==> src/logic/bpsm_pkg.sv <==
// Purpose: Shared constants of the bridge power state manager
// Assumes: 250 MHz core clock, 32-bit configuration words
// Notes:   Offsets are configuration byte addresses
`default_nettype none
package bpsm_pkg;
    localparam logic [7:0]  OFS_PWR_CAP_HDR   = 8'h48;
    localparam logic [7:0]  OFS_PWR_STATE_CTL = 8'h4C;
    localparam logic [7:0]  OFS_LINK_CAP_HDR  = 8'h70;
    localparam logic [7:0]  OFS_LINK_CAPS     = 8'h7C;
    localparam logic [7:0]  OFS_LINK_CTL_STS  = 8'h80;
    // Power capability: id 01h, next 50h, D1 and D2 supported, version 3
    localparam logic [31:0] PWR_CAP_HDR_VAL   = 32'h0603_5001;
    // Express capability: id 10h, next 00h, version 2, bridge port type
    localparam logic [31:0] LINK_CAP_HDR_VAL  = 32'h0072_0010;
    localparam int          LCAP_ASPM_LSB     = 10;
    localparam int          LCAP_L0S_LAT_LSB  = 12;
    localparam int          LCAP_L1_LAT_LSB   = 15;
    localparam logic [1:0]  LCAP_ASPM_BOTH    = 2'h3;
    localparam logic [3:0]  LCAP_SPEED_WIDTH  = 4'h1;
    localparam logic [5:0]  LINK_WIDTH_X1     = 6'h01;
    localparam int          PMCSR_PME_EN_BIT  = 8;
    localparam int          PMCSR_PME_STS_BIT = 15;
    localparam int          LCTL_COMMON_CLK   = 6;
    localparam logic [1:0]  DSTATE_D0         = 2'h0;
    localparam logic [1:0]  DSTATE_D3         = 2'h3;
    localparam logic [1:0]  ASPM_L0S          = 2'h1;
    localparam logic [1:0]  ASPM_L1           = 2'h2;
    localparam logic [2:0]  L0S_EXIT_LAT_CODE = 3'h1;
    localparam logic [2:0]  L1_EXIT_LAT_CODE  = 3'h2;
    localparam int          CLK_PERIOD_NS     = 4;
    localparam int          L0S_IDLE_NS       = 7000;
    localparam int          L1_IDLE_NS        = 16000;
    localparam int          L0S_IDLE_CYC      = (L0S_IDLE_NS + CLK_PERIOD_NS - 1) / CLK_PERIOD_NS;
    localparam int          L1_IDLE_CYC       = (L1_IDLE_NS + CLK_PERIOD_NS - 1) / CLK_PERIOD_NS;
    localparam int          IDLE_CNT_W        = 16;
    typedef enum logic [3:0] {
        LS_L0   = 4'b0001,
        LS_L0S  = 4'b0010,
        LS_L1   = 4'b0100,
        LS_L2L3 = 4'b1000
    } bpsm_link_t;
endpackage : bpsm_pkg
`default_nettype wire

==> src/logic/bpsm_pin_sync.sv <==
// Purpose: Three-stage synchroniser for asynchronous pins
// Assumes: Pins idle high after power-on
// Notes:   Output moves only when stages two and three agree
`default_nettype none
module bpsm_pin_sync #(
    parameter int W = 2
) (
    input  wire logic         clock_i,
    input  wire logic         rst_i,
    input  wire logic [W-1:0] pin_i,
    output var  logic [W-1:0] level_o
);
    logic [W-1:0] s1_reg;
    logic [W-1:0] s2_reg;
    logic [W-1:0] s3_reg;
    wire  [W-1:0] agree = ~(s2_reg ^ s3_reg);

    initial if (W < 1) $error("bpsm_pin_sync: W must be positive");

    always_ff @(posedge clock_i) begin
        if (rst_i) begin
            s1_reg  <= '1;
            s2_reg  <= '1;
            s3_reg  <= '1;
            level_o <= '1;
        end else begin
            s1_reg  <= pin_i;
            s2_reg  <= s1_reg;
            s3_reg  <= s2_reg;
            level_o <= (agree & s3_reg) | (~agree & level_o);
        end
    end
endmodule : bpsm_pin_sync
`default_nettype wire

==> src/logic/bpsm_top.sv <==
// Purpose: Device power states, clock gating, active link power and reset classes
// Assumes: Config port is a one-cycle strobe interface on the core clock
// Notes:   rst_i stands for the internal power-on reset
//
// Overview of operation
// - Low-power device write starts L1 or L2/L3
// - Reference clock kept in D0, D1, D2
// - Bridge bus clock only in D0
// - Idle link enters L0s/L1 after minimum time
// - Software field permits L0s, L1, or both
// - Exit latencies readable in link capabilities
// - Sticky bits cleared only by global/power-on reset
// - Some bits survive hot reset only
// - Other bits cleared by any reset
// - Power controls 48h, link controls 70h
`default_nettype none
module bpsm_top
    import bpsm_pkg::*;
#(
    parameter int L0S_IDLE_CYCLES = L0S_IDLE_CYC,
    parameter int L1_IDLE_CYCLES  = L1_IDLE_CYC
) (
    input  wire logic        clock_i,
    input  wire logic        rst_i,
    input  wire logic        global_reset_in_n_i,
    input  wire logic        fundamental_reset_n_i,
    input  wire logic        hot_reset_i,
    input  wire logic        cfg_wr_i,
    input  wire logic        cfg_rd_i,
    input  wire logic [7:0]  cfg_addr_i,
    input  wire logic [31:0] cfg_wdata_i,
    input  wire logic        tx_pending_i,
    input  wire logic        tx_idle_i,
    input  wire logic        pme_event_i,
    output var  logic [31:0] cfg_rdata_o,
    output var  logic        cfg_rvalid_o,
    output var  logic [3:0]  link_state_o,
    output var  logic        pci_clk_enable_o,
    output var  logic        ref_clock_required_o,
    output var  logic        tx_hold_o
);
    initial begin
        if (L0S_IDLE_CYCLES < 1 || L1_IDLE_CYCLES <= L0S_IDLE_CYCLES || L1_IDLE_CYCLES >= (1 << IDLE_CNT_W))
            $error("bpsm_top: idle cycle counts out of range");
    end

    logic [1:0] pins_sync;
    bpsm_pin_sync #(.W(2)) u_pin_sync (
        .clock_i (clock_i),
        .rst_i   (rst_i),
        .pin_i   ({global_reset_in_n_i, fundamental_reset_n_i}),
        .level_o (pins_sync)
    );

    // Three nested reset classes
    wire clr_sticky = rst_i | ~pins_sync[1];
    wire clr_fund   = clr_sticky | ~pins_sync[0];
    wire clr_hot    = clr_fund | hot_reset_i;

    logic [1:0]            dstate_reg;
    logic [1:0]            aspm_ctl_reg;
    logic                  common_clk_reg;
    logic                  pme_en_reg;
    logic                  pme_sts_reg;
    bpsm_link_t            link_reg;
    bpsm_link_t            link_next;
    logic [IDLE_CNT_W-1:0] idle_cnt_reg;

    wire wr_pmcsr = cfg_wr_i && (cfg_addr_i == OFS_PWR_STATE_CTL);
    wire wr_lctl  = cfg_wr_i && (cfg_addr_i == OFS_LINK_CTL_STS);
    wire d0       = (dstate_reg == DSTATE_D0);
    wire d3       = (dstate_reg == DSTATE_D3);
    wire idle     = tx_idle_i && !tx_pending_i;
    // Gate follows the written state, so a D0 rewrite never blips the clock
    wire [1:0] dstate_next = wr_pmcsr ? cfg_wdata_i[1:0] : dstate_reg;
    // Counter lags a cycle; the idle term keeps a fresh request out of L0s/L1
    wire l0s_ok   = idle && aspm_ctl_reg[0] && (32'(idle_cnt_reg) >= 32'(L0S_IDLE_CYCLES));
    wire l1_ok    = idle && aspm_ctl_reg[1] && (32'(idle_cnt_reg) >= 32'(L1_IDLE_CYCLES));

    // PME status: an event in the clearing cycle wins
    wire pme_clr  = wr_pmcsr && cfg_wdata_i[PMCSR_PME_STS_BIT];
    wire pme_next = pme_event_i | (pme_sts_reg & ~pme_clr);

    always_ff @(posedge clock_i) begin
        if (clr_sticky) begin
            pme_sts_reg <= 1'b0;
        end else begin
            pme_sts_reg <= pme_next;
        end
    end

    always_ff @(posedge clock_i) begin
        if (clr_fund) begin
            pme_en_reg <= 1'b0;
        end else if (wr_pmcsr) begin
            pme_en_reg <= cfg_wdata_i[PMCSR_PME_EN_BIT];
        end
    end

    always_ff @(posedge clock_i) begin
        if (clr_hot) begin
            dstate_reg     <= DSTATE_D0;
            aspm_ctl_reg   <= 2'h0;
            common_clk_reg <= 1'b0;
        end else begin
            if (wr_pmcsr) dstate_reg <= cfg_wdata_i[1:0];
            if (wr_lctl) aspm_ctl_reg <= cfg_wdata_i[1:0];
            if (wr_lctl) common_clk_reg <= cfg_wdata_i[LCTL_COMMON_CLK];
        end
    end

    // Link state: device state overrides active-state decisions
    always_comb begin
        link_next = link_reg;
        case (link_reg)
            LS_L0: begin
                if (!d0) link_next = d3 ? LS_L2L3 : LS_L1;
                else if (l1_ok) link_next = LS_L1;
                else if (l0s_ok) link_next = LS_L0S;
            end
            LS_L0S: begin
                if (!d0) link_next = d3 ? LS_L2L3 : LS_L1;
                else if (!idle) link_next = LS_L0;
                else if (l1_ok) link_next = LS_L1;
            end
            LS_L1: begin
                if (d3) link_next = LS_L2L3;
                else if (d0 && !idle) link_next = LS_L0;
                else if (d0 && !aspm_ctl_reg[1]) link_next = LS_L0;
            end
            LS_L2L3: begin
                if (d0) link_next = LS_L0;
            end
            default: link_next = LS_L0;
        endcase
    end

    // Counter only runs in L0 and L0s, so a long idle L0s may still reach L1
    always_ff @(posedge clock_i) begin
        if (clr_hot || !idle || link_reg == LS_L1 || link_reg == LS_L2L3) begin
            idle_cnt_reg <= '0;
        end else if (idle_cnt_reg != '1) begin
            idle_cnt_reg <= idle_cnt_reg + 1'b1;
        end
    end

    always_ff @(posedge clock_i) begin
        if (clr_hot) begin
            link_reg             <= LS_L0;
            link_state_o         <= 4'(LS_L0);
            pci_clk_enable_o     <= 1'b1;
            ref_clock_required_o <= 1'b1;
            tx_hold_o            <= 1'b0;
        end else begin
            link_reg             <= link_next;
            link_state_o         <= 4'(link_next);
            pci_clk_enable_o     <= (dstate_next == DSTATE_D0);
            ref_clock_required_o <= (dstate_next != DSTATE_D3);
            tx_hold_o            <= tx_pending_i && (link_next != LS_L0);
        end
    end

    // Read mux: unmapped offsets read zero
    wire [31:0] pmcsr_rd = {16'h0, pme_sts_reg, 6'h0, pme_en_reg, 6'h0, dstate_reg};
    wire [31:0] lcap_rd  = {14'h0, L1_EXIT_LAT_CODE, L0S_EXIT_LAT_CODE, LCAP_ASPM_BOTH,
                            LINK_WIDTH_X1, LCAP_SPEED_WIDTH};
    wire [31:0] lctl_rd  = {6'h0, LINK_WIDTH_X1, LCAP_SPEED_WIDTH, 9'h0,
                            common_clk_reg, 4'h0, aspm_ctl_reg};
    wire [31:0] rd_mux   = (cfg_addr_i == OFS_PWR_CAP_HDR)   ? PWR_CAP_HDR_VAL :
                           (cfg_addr_i == OFS_PWR_STATE_CTL) ? pmcsr_rd :
                           (cfg_addr_i == OFS_LINK_CAP_HDR)  ? LINK_CAP_HDR_VAL :
                           (cfg_addr_i == OFS_LINK_CAPS)     ? lcap_rd :
                           (cfg_addr_i == OFS_LINK_CTL_STS)  ? lctl_rd : 32'h0;

    always_ff @(posedge clock_i) begin
        if (rst_i) begin
            cfg_rdata_o  <= 32'h0;
            cfg_rvalid_o <= 1'b0;
        end else begin
            cfg_rdata_o  <= cfg_rd_i ? rd_mux : 32'h0;
            cfg_rvalid_o <= cfg_rd_i;
        end
    end
endmodule : bpsm_top
`default_nettype wire

==> config.mk <==
export PLATFORM = sky130hd
export DESIGN_NAME = bpsm_top
export DESIGN_NICKNAME = d
export VERILOG_FILES = /design/src/logic/bpsm_pkg.sv /design/src/logic/bpsm_pin_sync.sv /design/src/logic/bpsm_top.sv
export SDC_FILE = /design/constraint.sdc
export NUM_CORES = 1
export LEC_CHECK = 0
export BUFFER_PORTS_ARGS = -buffer_cell sky130_fd_sc_hd__buf_2
export CAP_MARGIN = 20
export CORE_ASPECT_RATIO = 1.5
export CORE_MARGIN = 3
export CORE_UTILIZATION = 45
export CTS_CLUSTER_SIZE = 24
export DETAILED_ROUTE_END_ITERATION = 12
export MAX_ROUTING_LAYER = met4
export PLACE_DENSITY = 0.75
export SYNTH_ARGS = -nofsm -noshare
export SYNTH_HDL_FRONTEND = slang
export SYNTH_SLANG_ARGS = --single-unit
==> constraint.sdc <==
create_clock -name clock_i -period 1.6 [get_ports clock_i]
set_clock_uncertainty 0.1 [all_clocks]
set_input_delay 0.16 -clock clock_i [delete_from_list [all_inputs] [get_ports clock_i]]
set_output_delay 0.16 -clock clock_i [all_outputs]
set_load 0.02 [all_outputs]
# After elaboration in Yosys (flattened, before gate mapping)
# Index checks and enable logic that the tools add are counted.
dict set report word_totals {
  reg_bits 71
  inputBits 50
}
dict set report op_classes {
  n_addsub 1
  magnitude_cmp 2
  n_eq_ne 13
  muxes 18
  bitwise_logic 16
  n_reduce_logical 25
}
# cell count
set ops {}
lappend ops {{two-way mux 23 bit} 2}
lappend ops {{two-way mux 4 bit} 11}
lappend ops {{two-way mux 21 bit} 2}
lappend ops {{== test 8 x 7 -> 1 bit, second input constant} 4}
lappend ops {{two-way mux 27 bit} 1}
lappend ops {{adder 16 x 1 -> 16 bit, second input constant} 1}
lappend ops {{>= comparator 16 x 11 -> 1 bit, second input constant} 1}
lappend ops {{>= comparator 16 x 12 -> 1 bit, second input constant} 1}
lappend ops {{!= test 16 bit, second input constant} 1}
lappend ops {{one-hot mux 4 bit (4 select lines)} 1}
lappend ops {{logical AND 1 bit} 11}
lappend ops {{== test 8 bit, second input constant} 1}
lappend ops {{OR reduction 7 bit} 1}
lappend ops {{OR reduction 6 bit} 1}
lappend ops {{NOT 1 bit} 5}
lappend ops {{OR reduction 5 bit} 1}
lappend ops {{bitwise AND 2 bit} 2}
lappend ops {{== test 4 x 1 -> 1 bit, second input constant} 1}
lappend ops {{== test 4 x 2 -> 1 bit, second input constant} 1}
lappend ops {{== test 4 x 3 -> 1 bit, second input constant} 1}
lappend ops {{== test 4 bit, second input constant} 1}
lappend ops {{zero test 2 bit} 2}
lappend ops {{!= test 4 x 1 -> 1 bit, second input constant} 1}
lappend ops {{NOT 2 bit} 2}
lappend ops {{12 further kinds} 19}

# Logic depth before layout (Yosys ltp)
dict set report logic_depth {
  depth_word 10
  ltp_mapped 6
  depth_no_buf 6
}

# Modules after synthesis
# A second synthesis with hierarchy kept.
dict set report unflattened {
  hier_cells 284
  area_unflattened_um2 2512.4
}
# module instances cells_per_inst area_each_um2
set by_module_without_submodules {}
lappend by_module_without_submodules {bpsm_top 1 264 2282.2}
lappend by_module_without_submodules {bpsm_pin_sync 1 20 230.2}

# Worst setup path before layout
# Ideal clock, no wire load.
dict set report synth_timing {
  path_kind {reg2reg}
  start {register link_reg[2]}
  end {register idle_cnt_reg[10]}
  arrival_time_ps 1672
  required_time_ps 1439
  path_slack_ps -233
  stages_incl_launch_ff 6
  path_buffers 1
  period_less_slack_ps 1833
  path_cell_list {dfxtp_1 -> clkbuf_1 -> xor2_1 -> a211o_1 -> or4_1 -> nand2_1}
}
dict set report synth_between {
  elab_chain_len 3
}
# element line
set synth_lines {}
lappend synth_lines {{start: declaration} bpsm_top.sv:65} ;# bpsm_link_t link_reg;
lappend synth_lines {{start signal: assignment} bpsm_top.sv:155} ;# link_reg <= link_next;
lappend synth_lines {{== test 4 x 3 -> 1 bit} bpsm_top.sv:140} ;# if (clr_hot || !idle || link_reg == LS_L1 || link_reg == LS_L2L3) begin
lappend synth_lines {{logical OR 1 bit} bpsm_top.sv:140}
lappend synth_lines {{logical OR 1 bit (*)} bpsm_top.sv:140}
lappend synth_lines {{end signal: assignment} bpsm_top.sv:143} ;# idle_cnt_reg <= idle_cnt_reg + 1'b1;
lappend synth_lines {{end: declaration} bpsm_top.sv:67} ;# logic [IDLE_CNT_W-1:0] idle_cnt_reg;
# Every way passes the cells marked *; elsewhere a longest branch is shown, timed or not.
# A chain may end at the register's enable or synchronous reset.

# Worst setup path in the final report
dict set report layout_timing {
  start {register idle_cnt_reg[14]}
  end {register idle_cnt_reg[8]}
}
dict set report layout_between {
  elab_chain_len 1
}
# element line
set layout_lines {}
lappend layout_lines {{!= test 16 bit} bpsm_top.sv:142} ;# end else if (idle_cnt_reg != '1) begin
# No other way between the ends.

==> results.cfg <==
[run_status]
outcome = finished, violations left
violations = negative setup slack

[setup_path]
crit_path_end_kind = flop
cp_data_arrival_time_ns = 1.80
cp_max_fo = 8
cp-start-kind = flop
cp.required_ns = 1.75
path_class = reg -> reg

[layout]
drive_above_1_share_pct = 42.3
largest_register_ffs = 16
fin_nets = 443
area_growth_pct = 37.6
layout_commonest_cell = buf_4
final_area_sq_um = 3440
antenna_cells = 0
regArea_sq_um = 1080
multiInputGateArea_sq_um = 1460
nFillCells = 437
layout_common_cells = buf_4, buf_2, dfxtp_1, nand2_1, nor2_1

[route]
drt_wl_total_mm = 6.32
viasPerCell = 5.43
drc = 0
firstDrtPassIters = 4
vias = 2500
dr.first_iter.drc_count = 110
avgRoutedWirePerCell_um = 13.7
antenna_left = 0

[yosys]
synth-seq-cells = 52
synth_edf_count = 0
synth_seq_area_share_pct = 41.7
syn-mean-instance-area_sq_um = 8.55
yosys_warnings = 0
netlist_instances = 292
async_flop_share_pct = 0
ys.flop_type = dfxtp_1
syn_area_sq_um = 2500
synth.distinct_cells = 53

[hold_path]
hold_class = in -> reg

[place]
place_area_sq_um = 3100
place_congestion = 0.856
port_buffers = 47
dpl.hpwl_mm = 4.66

[floorplan]
placement_rows = 32
die_h_um = 97.2
start_util_pct = 47.6
io_pins = 90
die-area_sq_um = 6500
core_sq_um = 5250
die_w_um = 66.8

[clock_network]
clkTransAtPathRegs_ns = 0.10
cts_tree = yes
cts-root-buf = clkbuf_8
cts_inserted_buffers = 5
clkLatencyLatePin_ns = 0.30
cts_num_sinks = 52
h-tree-depth = 2
clockBufferDepth = 2

[timing]
drv_slew = 0
hold_violations = 0
setup_viol = 4
fin_crit_sh_pct = 103
timing.final.ws_setup_ns = -0.0526
final.min_clock_period_ns = 1.65
tns_ns = -0.114
fmax_ghz = 0.605
rsz0062_at_grt = true

[grt]
grtUsageTotal_pct = 19.2
grt_max_degree = 17
overflow = 0
antenna_found_initial = 0
grt_pass1_wl_mm = 9.62
grt_pass1_vias = 2298

[pwr]
cellLeakagePower_nw = 1.48
p_per_area_nw_per_um2 = 640
vdd_ir_drop_max_mv = 0.349

[run]
maxCapViolCount = 0
-- synthesized netlist by cell type (8+ instances only) --
library cell	number	area, sq um
dfxtp_1	52	1040
nand3_1	12	60.1
nor2_1	24	90.1
o21ai_0	10	50.1
clkbuf_1	8	30.0
nand2_1	27	101
buf_4	19	143
and3_1	8	50.1
a21oi_1	21	105
nand4_1	9	56.3
or2_2	8	50.1
-- final cells by class --
class                   instances  area share, %
clock inverters                 3          0.546
inverters                       3          0.328
repair buffers                105           20.6
well taps                      68           2.48
flip-flops and latches         52           31.6
clock buffers                   5           2.00
multi-input cells             224           42.5
-- final timing paths --
| check | startpoint | endpoint | slack (ns) | cells after the start |
|---|---|---|---|---|
| max reg2reg | idle_cnt_reg[14] | idle_cnt_reg[8] | -0.05 | 6 |
| max | idle_cnt_reg[14] | idle_cnt_reg[8] | -0.05 | 6 |
| min | cfg_wdata_i[8] | pme_en_reg | 0.02 | 3 |
| min reg2reg | u_pin_sync.s1_reg[1] | u_pin_sync.s2_reg[1] | 0.32 | 1 |
-- cell families after synthesis --
family | after synthesis | share of synthesized area (%)
adder cells (fa/ha/maj) | 2 | 1.00
AND/OR/NAND/NOR | 133 | 29.2
XOR/XNOR | 3 | 1.05
buffers and inverters | 30 | 7.36
other | 1 | 0.150
flip-flops | 52 | 41.7
AO/OA/AOI/OAI | 65 | 17.2
multiplexers | 6 | 2.40
-- through the flow --
step	setup slack (ns)	power, mW	cells	util (%)	hold slack, ns
after floorplan	-0.0910	1.44	306	-	0.164
after detailed placement	-0.155	1.49	440	59.2	0.247
final	-0.0526	2.20	460	65.5	0.0159
after global routing	-0.0814	2.28	460	65.5	0.0243
after global placement	-0.155	1.48	440	59.2	0.244
after CTS	-0.0409	2.22	459	64.0	0.00817
-- power by group --
group / internal, mW / total [mW] / switching (mW)
Clock: 0.303 / 0.736 / 0.433
Sequential: 1.29 / 1.30 / 0.00408
Combinational: 0.0664 / 0.166 / 0.100
Total: 1.66 / 2.20 / 0.537
-- routing by layer --
metal  vias up  wire length [um]  part of all wire, %  GRT usage (%)
met1      1191              2280                   36           18.4
met2        61              3670                   58           36.9
li1       1239                 -                    -              -
met3         9               269                  4.3           3.13
met4         0                99                  1.6           6.42
met5         -                 0                    0              -
-- worst max-delay path: stages (launching register included) --
cell,delay [ns]
dfxtp_4,0.37
buf_6,0.12
nand4_1,0.17
nor4_4,0.06
buf_4,0.16
or4_4,0.51
a21oi_2,0.11
-- what timing repair did --
item / in CTS / in global routing
buffers inserted: 10 / 1
hold buffers: 2 / 0
endpoints found under the setup margin: 14 / 21
pin swaps: 10 / 8
hold endpoints to repair: 2 / 0
gates resized for setup: 26 / 21
(Power assumes the default switching activity.)
